[config.mk]
export PLATFORM = sky130hd
export DESIGN_NAME = dugm_gpio_mapper
export DESIGN_NICKNAME = d
export VERILOG_FILES = /design/src/verilog/dugm_pkg.sv /design/src/verilog/dugm_gpio_mapper.sv
export VERILOG_INCLUDE_DIRS = /design/src /design/src/verilog
export SDC_FILE = /design/constraint.sdc
export NUM_CORES = 2
export LEC_CHECK = 0
export BUFFER_PORTS_ARGS = -buffer_cell sky130_fd_sc_hd__buf_2
export CORE_MARGIN = 2
export CORE_UTILIZATION = 63
export CTS_CLUSTER_DIAMETER = 60
export DETAILED_ROUTE_END_ITERATION = 7
export GPL_TIMING_DRIVEN = 0
export HOLD_SLACK_MARGIN = 0.1
export PLACE_DENSITY_LB_ADDON = 0.05
export SETUP_SLACK_MARGIN = 0.5
export SLEW_MARGIN = 10
export SYNTH_ARGS = -nofsm -noshare
export SYNTH_HDL_FRONTEND = slang
export SYNTH_SLANG_ARGS = --single-unit
[constraint.sdc]
create_clock -name clk -period 19.11 [get_ports clk]
set_input_delay 3.822 -clock clk [delete_from_list [all_inputs] [get_ports clk]]
set_output_delay 3.822 -clock clk [all_outputs]
set_load 0.1 [all_outputs]
[src/verilog/dugm_params.svh]
// constants for the delay unit gpio mapper: offsets, fields, resets, timing
// Functional notes
// input button functions act like panel presses
// trigger outputs pulse once per state reach
// pulse length 100..1000 ms, default 250
// lamp mimic low lit, high dark, toggles
// state outputs held low while state holds
// dump ready once dump size reached
// unsafe indication while dump increment unmet
// delay full output while maximum reached
// trigger outputs on memory full and empty
// muted while button held and memory empty
// pause input suspends delay accumulation
// eight cues, eight flags, four utilities
// cue/flag attached to arriving audio sample
// dumped marks emitted at the splice
// cue reaching output gives one pulse
// flag output reproduces recorded input level
// utility channels pass through undelayed
// leaving test mode zeroes every output
// eight assignable inputs and eight outputs
// shared function behaves identically per pin
// global enable; disabled inputs are ignored
// inputs synchronised, debounced, edge acting
// retrigger restarts a running pulse
`ifndef DUGM_PARAMS_SVH
`define DUGM_PARAMS_SVH
`define DUGM_OFS_CTRL 8'h00
`define DUGM_OFS_PULSE 8'h04
`define DUGM_OFS_TEST_OUT 8'h08
`define DUGM_OFS_STATUS 8'h0C
`define DUGM_IN_MAP_PAGE 3'h1
`define DUGM_OUT_MAP_PAGE 3'h2
`define DUGM_CTRL_EN_BIT 0
`define DUGM_CTRL_TEST_BIT 1
`define DUGM_CTRL_RST 2'h1
`define DUGM_MAP_CLS_MSB 3
`define DUGM_MAP_IDX_LSB 4
`define DUGM_MAP_IDX_MSB 6
`define DUGM_MAP_RST 7'h00
`define DUGM_PULSE_MS_RST 10'h00FA
`define DUGM_PULSE_MS_MIN 10'h0064
`define DUGM_PULSE_MS_MAX 10'h03E8
`define DUGM_TEST_OUT_RST 8'h00
// 1 ms expressed in ns, and the clock period in ns
`define DUGM_TICK_NS 32'h000F_4240
`define DUGM_CLK_PERIOD_NS 32'h0000_0028
`define DUGM_DEBOUNCE_MS 3'h4
`endif

[src/verilog/dugm_pkg.sv]
// types for the delay unit gpio mapper
package dugm_pkg;
    typedef enum logic [3:0] {
        IC_NONE, IC_BUILD, IC_EXIT, IC_COUGH, IC_DUMP, IC_BYPASS, IC_PAUSE, IC_CUE, IC_FLAG, IC_UTIL
    } dugm_in_cls_t;
    // lamp index: 0 build, 1 exit, 2 dump, 3 cough
    // state index: 0 building, 1 exiting, 2 at max, 3 met, 4 unmet, 5 empty, 6 muted, 7 dump ready
    typedef enum logic [3:0] {
        OC_NONE, OC_BUILD_PULSE, OC_DUMP_PULSE, OC_BYPASS, OC_CUE, OC_FLAG, OC_UTIL,
        OC_FULL_PULSE, OC_EMPTY_PULSE, OC_LAMP, OC_STATE
    } dugm_out_cls_t;
endpackage
[src/verilog/dugm_gpio_mapper.sv]
// gpio mapper: input functions, mark tagging, output drivers, avalon registers
//
// The register addresses and register access over Avalon-MM are this design's own decisions.
`timescale 1ns/1ps
`default_nettype none
`include "dugm_params.svh"
module dugm_gpio_mapper
    import dugm_pkg::*;
#(
    parameter int NUM_PINS = 8,
    parameter int NUM_MARKS = 8,
    parameter int NUM_UTIL = 4,
    parameter int CYCLES_PER_MS = (`DUGM_TICK_NS + `DUGM_CLK_PERIOD_NS - 1) / `DUGM_CLK_PERIOD_NS,
    parameter int TIMER_W = 25
) (
    // clock and reset
    input wire logic clk,
    input wire logic sys_rst,
    // avalon-mm slave
    input wire logic [7:0] avs_address,
    input wire logic avs_read,
    input wire logic avs_write,
    input wire logic [31:0] avs_writedata,
    output logic [31:0] avs_readdata,
    output logic avs_waitrequest,
    // parallel pins
    input wire logic [NUM_PINS-1:0] gpio_in,
    output logic [NUM_PINS-1:0] gpio_out,
    // button actions towards the delay engine
    output logic build_press,
    output logic exit_press,
    output logic dump_press,
    output logic bypass_press,
    output logic cough_hold,
    output logic pause_hold,
    // engine status, same clock
    input wire logic [3:0] lamp_lit,
    input wire logic [3:0] lamp_flash,
    input wire logic flash_phase,
    input wire logic st_building,
    input wire logic st_exiting,
    input wire logic delay_at_maximum,
    input wire logic dump_increment_met,
    input wire logic delay_memory_empty,
    input wire logic button_held,
    input wire logic bypass_on,
    input wire logic dump_event,
    // marks entering the delay with each input sample
    input wire logic in_sample_stb,
    output logic [NUM_MARKS-1:0] mark_cue,
    output logic [NUM_MARKS-1:0] mark_flag,
    // marks leaving the delay, and marks of dumped audio at the splice
    input wire logic out_sample_stb,
    input wire logic [NUM_MARKS-1:0] out_cue,
    input wire logic [NUM_MARKS-1:0] out_flag,
    input wire logic splice_stb,
    input wire logic [NUM_MARKS-1:0] splice_cue,
    input wire logic [NUM_MARKS-1:0] splice_flag
);
    // ---------------- registers ----------------
    logic [1:0] ctrl;
    logic [9:0] pulse_ms;
    logic [NUM_PINS-1:0] test_value;
    logic [6:0] in_map [NUM_PINS];
    logic [6:0] out_map [NUM_PINS];
    logic ack;
    logic test_exit;
    wire logic enable = ctrl[`DUGM_CTRL_EN_BIT];
    wire logic test_mode = ctrl[`DUGM_CTRL_TEST_BIT];
    wire logic bus_req = avs_read | avs_write;
    wire logic do_write = avs_write & ~avs_waitrequest;
    wire logic [2:0] page = avs_address[7:5];
    wire logic [2:0] pin_sel = avs_address[4:2];
    wire logic hit_ctrl = avs_address == `DUGM_OFS_CTRL;
    wire logic hit_pulse = avs_address == `DUGM_OFS_PULSE;
    wire logic hit_test = avs_address == `DUGM_OFS_TEST_OUT;
    wire logic hit_status = avs_address == `DUGM_OFS_STATUS;
    wire logic hit_in = (page == `DUGM_IN_MAP_PAGE) && (avs_address[1:0] == 2'h0);
    wire logic hit_out = (page == `DUGM_OUT_MAP_PAGE) && (avs_address[1:0] == 2'h0);
    wire logic [9:0] wr_ms = avs_writedata[9:0];
    // out-of-range lengths are clamped, never stored raw
    wire logic [9:0] clamped_ms = (avs_writedata[31:10] != 22'h00_0000 || wr_ms > `DUGM_PULSE_MS_MAX)
        ? `DUGM_PULSE_MS_MAX : (wr_ms < `DUGM_PULSE_MS_MIN) ? `DUGM_PULSE_MS_MIN : wr_ms;
    logic [NUM_PINS-1:0] deb;
    wire logic [31:0] rd_mux =
        hit_ctrl ? {30'h0000_0000, ctrl} :
        hit_pulse ? {22'h00_0000, pulse_ms} :
        hit_test ? {24'h00_0000, test_value} :
        hit_status ? {16'h0000, gpio_out, deb} :
        hit_in ? {25'h000_0000, in_map[pin_sel]} :
        hit_out ? {25'h000_0000, out_map[pin_sel]} : 32'h0000_0000;

    // one wait cycle: request seen at edge 0, answered at edge 1
    always_ff @(posedge clk or posedge sys_rst) begin
        if (sys_rst) begin
            ack <= 1'b0;
            avs_waitrequest <= 1'b1;
            avs_readdata <= 32'h0000_0000;
        end else begin
            ack <= bus_req & avs_waitrequest & ~ack;
            avs_waitrequest <= ~(bus_req & avs_waitrequest & ~ack);
            if (avs_read & avs_waitrequest & ~ack) begin
                avs_readdata <= rd_mux;
            end
        end
    end

    always_ff @(posedge clk or posedge sys_rst) begin
        if (sys_rst) begin
            ctrl <= `DUGM_CTRL_RST;
            pulse_ms <= `DUGM_PULSE_MS_RST;
            test_value <= `DUGM_TEST_OUT_RST;
            test_exit <= 1'b0;
        end else begin
            test_exit <= do_write & hit_ctrl & test_mode & ~avs_writedata[`DUGM_CTRL_TEST_BIT];
            if (do_write & hit_ctrl) begin
                ctrl <= avs_writedata[1:0];
            end
            if (do_write & hit_pulse) begin
                pulse_ms <= clamped_ms;
            end
            if (do_write & hit_test) begin
                test_value <= avs_writedata[NUM_PINS-1:0];
            end
        end
    end

    // ---------------- millisecond timebase ----------------
    logic [15:0] ms_div;
    logic ms_tick;
    always_ff @(posedge clk or posedge sys_rst) begin
        if (sys_rst) begin
            ms_div <= 16'h0000;
            ms_tick <= 1'b0;
        end else begin
            ms_tick <= ms_div == 16'(CYCLES_PER_MS - 1);
            ms_div <= (ms_div == 16'(CYCLES_PER_MS - 1)) ? 16'h0000 : ms_div + 16'h0001;
        end
    end

    // ---------------- inputs ----------------
    logic [NUM_PINS-1:0] deb_prev;
    logic [NUM_PINS-1:0] rise;
    logic [NUM_PINS-1:0] lvl;
    logic [NUM_MARKS-1:0] cue_rise_pin [NUM_PINS];
    logic [NUM_MARKS-1:0] flag_lvl_pin [NUM_PINS];
    logic [NUM_UTIL-1:0] util_lvl_pin [NUM_PINS];
    logic [NUM_PINS-1:0] is_build, is_exit, is_cough, is_dump, is_bypass, is_pause;

    genvar gi;
    generate
        for (gi = 0; gi < NUM_PINS; gi++) begin : g_in
            logic meta, sync;
            logic [2:0] stable;
            wire logic [3:0] cls = in_map[gi][`DUGM_MAP_CLS_MSB:0];
            wire logic [2:0] idx = in_map[gi][`DUGM_MAP_IDX_MSB:`DUGM_MAP_IDX_LSB];
            always_ff @(posedge clk or posedge sys_rst) begin
                if (sys_rst) begin
                    in_map[gi] <= `DUGM_MAP_RST;
                    meta <= 1'b0;
                    sync <= 1'b0;
                    stable <= 3'h0;
                    deb[gi] <= 1'b0;
                    deb_prev[gi] <= 1'b0;
                end else begin
                    if (do_write & hit_in & (pin_sel == 3'(gi))) begin
                        in_map[gi] <= avs_writedata[6:0];
                    end
                    meta <= gpio_in[gi];
                    sync <= meta;
                    deb_prev[gi] <= deb[gi];
                    // a level must hold for several ms ticks before it is believed
                    if (sync == deb[gi]) begin
                        stable <= 3'h0;
                    end else if (ms_tick) begin
                        if (stable == `DUGM_DEBOUNCE_MS) begin
                            deb[gi] <= sync;
                            stable <= 3'h0;
                        end else begin
                            stable <= stable + 3'h1;
                        end
                    end
                end
            end
            assign rise[gi] = enable & deb[gi] & ~deb_prev[gi];
            assign lvl[gi] = enable & deb[gi];
            assign is_build[gi] = cls == IC_BUILD;
            assign is_exit[gi] = cls == IC_EXIT;
            assign is_cough[gi] = cls == IC_COUGH;
            assign is_dump[gi] = cls == IC_DUMP;
            assign is_bypass[gi] = cls == IC_BYPASS;
            assign is_pause[gi] = cls == IC_PAUSE;
            assign cue_rise_pin[gi] = (rise[gi] && cls == IC_CUE) ? NUM_MARKS'(1) << idx : '0;
            assign flag_lvl_pin[gi] = (lvl[gi] && cls == IC_FLAG) ? NUM_MARKS'(1) << idx : '0;
            assign util_lvl_pin[gi] = (lvl[gi] && cls == IC_UTIL) ? NUM_UTIL'(1) << idx[1:0] : '0;
        end
    endgenerate

    // pins sharing a function are simply or-ed together
    logic [NUM_MARKS-1:0] cue_rise, flag_lvl;
    logic [NUM_UTIL-1:0] util_lvl;
    always_comb begin
        cue_rise = '0;
        flag_lvl = '0;
        util_lvl = '0;
        for (int p = 0; p < NUM_PINS; p++) begin
            cue_rise = cue_rise | cue_rise_pin[p];
            flag_lvl = flag_lvl | flag_lvl_pin[p];
            util_lvl = util_lvl | util_lvl_pin[p];
        end
    end

    logic [NUM_MARKS-1:0] cue_pend;
    always_ff @(posedge clk or posedge sys_rst) begin
        if (sys_rst) begin
            build_press <= 1'b0;
            exit_press <= 1'b0;
            dump_press <= 1'b0;
            bypass_press <= 1'b0;
            cough_hold <= 1'b0;
            pause_hold <= 1'b0;
            cue_pend <= '0;
            mark_cue <= '0;
            mark_flag <= '0;
        end else begin
            build_press <= |(rise & is_build);
            exit_press <= |(rise & is_exit);
            dump_press <= |(rise & is_dump);
            bypass_press <= |(rise & is_bypass);
            cough_hold <= |(lvl & is_cough);
            pause_hold <= |(lvl & is_pause);
            // a closure arriving on the strobe cycle still rides that sample
            if (in_sample_stb) begin
                mark_cue <= cue_pend | cue_rise;
                mark_flag <= flag_lvl;
                cue_pend <= '0;
            end else begin
                cue_pend <= cue_pend | cue_rise;
            end
        end
    end

    // ---------------- marks leaving the delay ----------------
    logic [NUM_MARKS-1:0] flag_out_lvl;
    logic building_q, full_q, empty_q;
    wire logic [NUM_MARKS-1:0] cue_hit = (out_sample_stb ? out_cue : '0) | (splice_stb ? splice_cue : '0);
    always_ff @(posedge clk or posedge sys_rst) begin
        if (sys_rst) begin
            flag_out_lvl <= '0;
            building_q <= 1'b0;
            full_q <= 1'b0;
            empty_q <= 1'b0;
        end else begin
            if (out_sample_stb | splice_stb) begin
                flag_out_lvl <= (out_sample_stb ? out_flag : '0) | (splice_stb ? splice_flag : '0);
            end
            building_q <= st_building;
            full_q <= delay_at_maximum;
            empty_q <= delay_memory_empty;
        end
    end
    wire logic build_ev = st_building & ~building_q;
    wire logic full_ev = delay_at_maximum & ~full_q;
    wire logic empty_ev = delay_memory_empty & ~empty_q;
    wire logic [7:0] state_vec = {dump_increment_met, button_held & delay_memory_empty, delay_memory_empty,
        ~dump_increment_met, dump_increment_met, delay_at_maximum, st_exiting, st_building};
    wire logic [3:0] lamp_now = (lamp_flash & {4{flash_phase}}) | (lamp_lit & ~lamp_flash);
    wire logic [TIMER_W-1:0] pulse_load = TIMER_W'(32'(pulse_ms) * CYCLES_PER_MS - 1);

    // ---------------- outputs ----------------
    logic [TIMER_W-1:0] timer [NUM_PINS];
    logic [NUM_PINS-1:0] pin_ev;
    generate
        for (gi = 0; gi < NUM_PINS; gi++) begin : g_out
            wire logic [3:0] cls = out_map[gi][`DUGM_MAP_CLS_MSB:0];
            wire logic [2:0] idx = out_map[gi][`DUGM_MAP_IDX_MSB:`DUGM_MAP_IDX_LSB];
            logic ev, is_pulse, active;
            always_comb begin
                ev = 1'b0;
                is_pulse = 1'b1;
                active = 1'b0;
                case (cls)
                    OC_BUILD_PULSE: ev = build_ev;
                    OC_DUMP_PULSE: ev = dump_event;
                    OC_CUE: ev = cue_hit[idx];
                    OC_FULL_PULSE: ev = full_ev;
                    OC_EMPTY_PULSE: ev = empty_ev;
                    OC_BYPASS: begin
                        is_pulse = 1'b0;
                        active = bypass_on;
                    end
                    OC_FLAG: begin
                        is_pulse = 1'b0;
                        active = flag_out_lvl[idx];
                    end
                    OC_UTIL: begin
                        is_pulse = 1'b0;
                        active = util_lvl[idx[1:0]];
                    end
                    OC_LAMP: begin
                        is_pulse = 1'b0;
                        active = lamp_now[idx[1:0]];
                    end
                    OC_STATE: begin
                        is_pulse = 1'b0;
                        active = state_vec[idx];
                    end
                    default: is_pulse = 1'b0;
                endcase
            end
            assign pin_ev[gi] = ev;
            wire logic next_out = test_exit ? 1'b0 : test_mode ? test_value[gi] :
                is_pulse ? ~(ev | (timer[gi] != '0)) : ~active;
            always_ff @(posedge clk or posedge sys_rst) begin
                if (sys_rst) begin
                    out_map[gi] <= `DUGM_MAP_RST;
                    timer[gi] <= '0;
                    gpio_out[gi] <= 1'b0;
                end else begin
                    if (do_write & hit_out & (pin_sel == 3'(gi))) begin
                        out_map[gi] <= avs_writedata[6:0];
                    end
                    // a new event reloads a running pulse instead of being dropped
                    if (test_exit) begin
                        timer[gi] <= '0;
                    end else if (ev) begin
                        timer[gi] <= pulse_load;
                    end else if (timer[gi] != '0) begin
                        timer[gi] <= timer[gi] - TIMER_W'(1);
                    end
                    gpio_out[gi] <= next_out;
                end
            end
        end
    endgenerate

    wire logic plain0 = !test_mode && !test_exit;

    // every pin is watched, since any pin may carry any function
    generate
        for (gi = 0; gi < NUM_PINS; gi++) begin : g_chk
            wire logic [3:0] ocls = out_map[gi][`DUGM_MAP_CLS_MSB:0];
            wire logic [2:0] oidx = out_map[gi][`DUGM_MAP_IDX_MSB:`DUGM_MAP_IDX_LSB];

        end
    endgenerate
endmodule
`default_nettype wire

# Word level (Yosys, flattened, before mapping)
# Cells that the tools add are included.
dict set report totals {
  word_cells 759
  output_inout_bits 63
  reg_bits 489
  inputBits 104
}
dict set report op_classes {
  bitwise_logic 133
  mux 220
  n_reduce_logical 77
  n_eq_ne 181
  n_shift 16
  mul 1
  n_addsub 18
  magnitude_cmp 19
}
# op n
set op_table {}
lappend op_table {{$mux 25} 24}
lappend op_table {{$eq 4x3->1 const B} 64}
lappend op_table {{$sub 25x1->25 const B} 9}
lappend op_table {{$reduce_bool 25->1} 8}
lappend op_table {{$mux 8} 21}
lappend op_table {{$eq 4x4->1 const B} 40}
lappend op_table {{$or 8x8->8} 17}
lappend op_table {{$eq 4x2->1 const B} 32}
lappend op_table {{$mux 16} 5}
lappend op_table {{$pmux 1 s5} 16}
lappend op_table {{$bmux 1 s3} 24}
lappend op_table {{$mux 1} 72}
lappend op_table {{$mux 3} 24}
lappend op_table {{$eq 4x1->1 const B} 16}
lappend op_table {{$shl 1x3->8 const A} 8}
lappend op_table {{$and 1x1->1} 48}
lappend op_table {{$and 8x8->8} 6}
lappend op_table {{$reduce_or 8->1} 6}
lappend op_table {{$bmux 7 s3} 2}
lappend op_table {{$mux 7} 6}
lappend op_table {{$not 1->1} 40}
lappend op_table {{$reduce_or 5->1} 8}
lappend op_table {{$eq 3x3->1 const B} 12}
lappend op_table {{$bmux 1 s2} 16}
lappend op_table {{31 further kinds} 141}

# Logic depth before layout (Yosys ltp)
dict set report logic_depth {
  word_depth 17
  ltp_mapped 21
  mapped_depth_nobuf 19
}

# Least setup slack after synthesis
# Ideal clock, no wire load.
dict set report synth_path {
  path_type {input to register}
  from {in avs_address[2]}
  to {reg avs_readdata[3]}
  arrival_time_ns 6.336
  setup_time_ns 0.134
  n_path_buf 3
  stages 9
  required_ns 18.976
  path_slack_ns 12.639
  cell_sequence {clkbuf_1 > buf_1 > clkbuf_1 > mux4_2 > mux2i_1 > o22ai_1 > mux2_2 > a221oi_1 > o21ai_0}
}
dict set report synth_via {
  elab_chain_cells 10
  word_cells_on_any_way 17
  cone_classes {3 x eq/ne; 12 x mux; 1 x bitwise; 1 x reduce/logical}
}
# item line
set synth_lines {}
lappend synth_lines {{start: declaration} dugm_gpio_mapper.sv:20} ;# input wire logic [7:0] avs_address,
lappend synth_lines {{$not 3->4 (not written as such)} {dugm_gpio_mapper.sv:90, dugm_gpio_mapper.sv:91}}
lappend synth_lines {{$bmux 7 s3} dugm_gpio_mapper.sv:91} ;# hit_out ? {25'h000_0000, out_map[pin_sel]} : 32'h0000_0000;
lappend synth_lines {{$mux 7 (not written as such) (2 in series)} dugm_gpio_mapper.sv:91}
lappend synth_lines {{$mux 7} dugm_gpio_mapper.sv:91}
lappend synth_lines {{$mux 7} dugm_gpio_mapper.sv:90} ;# hit_in ? {25'h000_0000, in_map[pin_sel]} :
lappend synth_lines {{$mux 16} dugm_gpio_mapper.sv:89} ;# hit_status ? {16'h0000, gpio_out, deb} :
lappend synth_lines {{$mux 16} dugm_gpio_mapper.sv:88} ;# hit_test ? {24'h00_0000, test_value} :
lappend synth_lines {{$mux 16} dugm_gpio_mapper.sv:87} ;# hit_pulse ? {22'h00_0000, pulse_ms} :
lappend synth_lines {{$mux 16 *} dugm_gpio_mapper.sv:86} ;# hit_ctrl ? {30'h0000_0000, ctrl} :
lappend synth_lines {{end signal: assignment} dugm_gpio_mapper.sv:103} ;# avs_readdata <= rd_mux;
lappend synth_lines {{end: declaration} dugm_gpio_mapper.sv:24} ;# output logic [31:0] avs_readdata,
# Mark *: on every way between the ends. The rest lies on a longest branch, timed or not. The select of a mux whose other input is x is not followed.
# A chain may end at the register's enable or synchronous reset.

# Worst setup path in the final report
dict set report layout_path {
  from {in avs_address[2]}
  to {reg avs_readdata[4]}
}
# The elaborated chain is that of the path after synthesis.

==> key figures <==
Pwr
  • Max VDD drop: 0.00007995 V
  • Leak pwr: 0.01449 uW
  • Power Density: 107.4 nW/um^2

Worst setup path
  • Crit path largest cell delay: 0.93 ns
  • CP Buf/Inv Count: 3
  • Critical path's slowest cell: clkbuf_1
  • WS Path Type: in -> reg
  • Most frequent CP cell: clkbuf_1
  • Startpoint Class: input pin
  • Crit path launch: avs_address[2]
  • Reg-to-Reg Start: pulse_ms[2]
  • Arrival @ worst endpoint: 7.94 ns
  • Crit path capture type: register
  • Top Family by Delay on Critical Path: buffers and inverters
  • R2R Setup Slk: 12.75 ns
  • Worst path cell trace: clkbuf_1, buf_1, clkbuf_1, mux4_2, mux2i_1, o22ai_1, mux2_2, a221oi_1, o21ai_0
  • Required @ worst endpoint: 19.58 ns
  • Crit path max fanout: 10

Route
  • # DRC: 0
  • DR iter-0 viols: 3135
  • Routed wire per std cell: 24.35 um
  • DR vias/cell: 6.716
  • First-pass DRT Iterations: 6
  • Final wirelength: 100900 um
  • Vias: 27840
  • Final ANT Viol Nets: 0

Clock network
  • Clk root buf: clkbuf_16
  • H-tree levels: 2
  • CTS tree: yes
  • Clock tree buffer depth: 3
  • Cts bufs inserted: 52
  • Sink Count: 473
  • Reg clk slew, reported paths: 0.06 ns
  • Post-cts resize count: 0
  • Worst-Skew Late Latency: 0.62 ns
  • Post CTS Setup Buffer Count: 0
  • Hold buffer count at cts: 0

Logic synthesis
  • Asr flop ratio synth: 1.000
  • Number of synthesized register bits: 473
  • Number of enable flip-flop cells after synthesis: 0
  • Syn_area_per_cell: 9.426 um^2
  • Post-synth top cells: 465 x dfrtp_1, 435 x nor2_1, 240 x nand2_1
  • Post-Syn Instances: 3257
  • Synth top area cells: dfrtp_1 38%, mux4_2 5.7%, nor2_1 5.3%
  • Yosys cell types: 87
  • Top cell type's share of synthesized area: 0.3790
  • Ys flop type: dfrtp_1
  • Synth area leader: dfrtp_1
  • Count leader, synth: dfrtp_1
  • YS warnings: 0
  • Post-Syn Area: 30700 um^2
  • Sequential area share after synthesis: 0.3859

Timing
  • Crit path time final: 7.474 ns
  • Relative slew slack: 0.1187
  • Fin. Hold Viols: 0
  • Final setup vio count: 0
  • Setup TNS after final layout: 0 ns
  • Hold Slack: 0.3489 ns
  • Final setup margin: 11.64 ns
  • Max Slew Vio Count: 0
  • Clock Skew: 0.01802 ns
  • RSZ-0062 raised after global routing: no
  • Worst-margin pin slew: 1.313 ns
  • Crit share post-route: 0.3911
  • Maximum clock rate: 133.8 MHz

GRT
  • GR Util All Layers: 0.3973
  • Remaining Overflow, GRT: 0
  • Largest net degree at the start of global routing: 109
  • First-pass GRT wire length: 154200 um
  • Vias in the first global route: 27510
  • Antenna violations before repair: 3

Die
  • Core area: 47950 um^2
  • Die X: 224.8 um
  • Starting density of the core: 0.6403
  • Die ar.: 50510 um^2
  • Io pins: 167
  • Die Y: 224.8 um
  • Row count: 80

Finish
  • Finished Layout Cells: 4145
  • Post-layout utilization of the core: 0.7185
  • Layout area overhead: 12.21%
  • Final nets: 3708
  • Fill cells: 3494
  • Layout cells sized above 1: 0.1543

Place
  • GPL Wtd Cong: 0.9991
  • Inst Count DP: 4047
  • # port buffers: 145
  • Detail Placement HPWL: 72640 um
  • Place WS: 11.13 ns

Run
  • Max-Cap Viols: 0

Min path
  • Hold_sp: g_in[3].meta
  • Hold WC Path Type: reg -> reg

Outcome
  • Status: finished, final reports clean
## power breakdown
part | total [uW] | internal, uW | switching, uW
Clock | 1050 | 614 | 435
Combinational | 1220 | 466 | 757
Sequential | 1430 | 1220 | 212
## layer usage
| metal | GRT usage | vias up | share of wire | routed length [um] |
|---|---|---|---|---|
| met5 | 0 | - | 0.00018 | 18 |
| met4 | 0.2707 | 2 | 0.075 | 7571 |
| met3 | 0.06623 | 393 | 0.086 | 8644 |
| met2 | 0.6545 | 1542 | 0.47 | 47850 |
| met1 | 0.4812 | 13620 | 0.36 | 36830 |
| li1 | - | 12280 | - | - |
## state kept, by name, indices dropped and copies added, names as in the netlist, 2 cells and up
register and cells:
avs_readdata 16, ctrl 2, cue_pend 8, deb 8, deb_prev 8, flag_out_lvl 8
g_chk.ocls 32, g_chk.oidx 24, g_in.cls 32, g_in.idx 24, g_in.meta 8, g_in.stable 24
g_in.sync 8, gpio_out 8, mark_cue 8, mark_flag 8, ms_div 16, pulse_ms 10
test_value 8, timer 200
## placed cells by master, fill, tap and decap left out, types with 84 or more instances in the layout
cell	synthesis	layout
xnor2_1	120	111
dfrtp_1	465	465
nor3_1	118	116
clkbuf_1	177	185
ha_1	100	100
nor2_1	435	435
o21ai_0	84	84
xor2_1	108	99
mux2_2	130	130
a211oi_1	156	156
inv_1	91	90
a21oi_1	130	130
buf_2	6	151
nand2_1	240	240
## per-stage QoR
step	power, uW	instance area [um^2]
after detailed placement	2616	32630
after floorplan	2200	30760
after CTS	3673	34410
final	3700	34450
after global routing	3862	34450
after global placement	2494	32250
## cell type report
type	instances	area (um^2)	share of cell area
Timing Repair Buffer	160	955.9	0.02775
Inverter	92	352.8	0.01024
Clock buffer	69	1478	0.04290
Sequential cell	473	11850	0.3439
Multi-Input combinational cell	2486	17830	0.5176
Antenna cell	4	10.01	0.0002906
Clock inverter	25	300.3	0.008717
Tap cell	615	769.5	0.02234
Buffer	221	904.6	0.02626
## cells by family (layout without fill, tap and decap cells)
family                   after synthesis  count (layout)  share of synthesized area
flip-flops                           473             473                     0.3859
buffers and inverters                313             567                    0.04071
XOR/XNOR                             228             228                    0.06504
AO/OA/AOI/OAI                        623             623                     0.1382
AND/OR/NAND/NOR                     1246            1246                     0.1974
other                                  1              20                  0.0001221
multiplexers                         255             255                     0.1202
adder cells (fa/ha/maj)              118             118                    0.05249
## path summary, 6_finish.rpt
check | endpoint | cells after the start
worst max-delay path | avs_readdata[4] | 9
worst min-delay path | g_in[3].sync | 0
worst max register to register | timer[123] | 17
worst min register to register | g_in[3].sync | 0
max in group asynchronous | timer[168] | 5
min in group asynchronous | ack | 2
No activity file was read; power rests on OpenSTA's default activity.
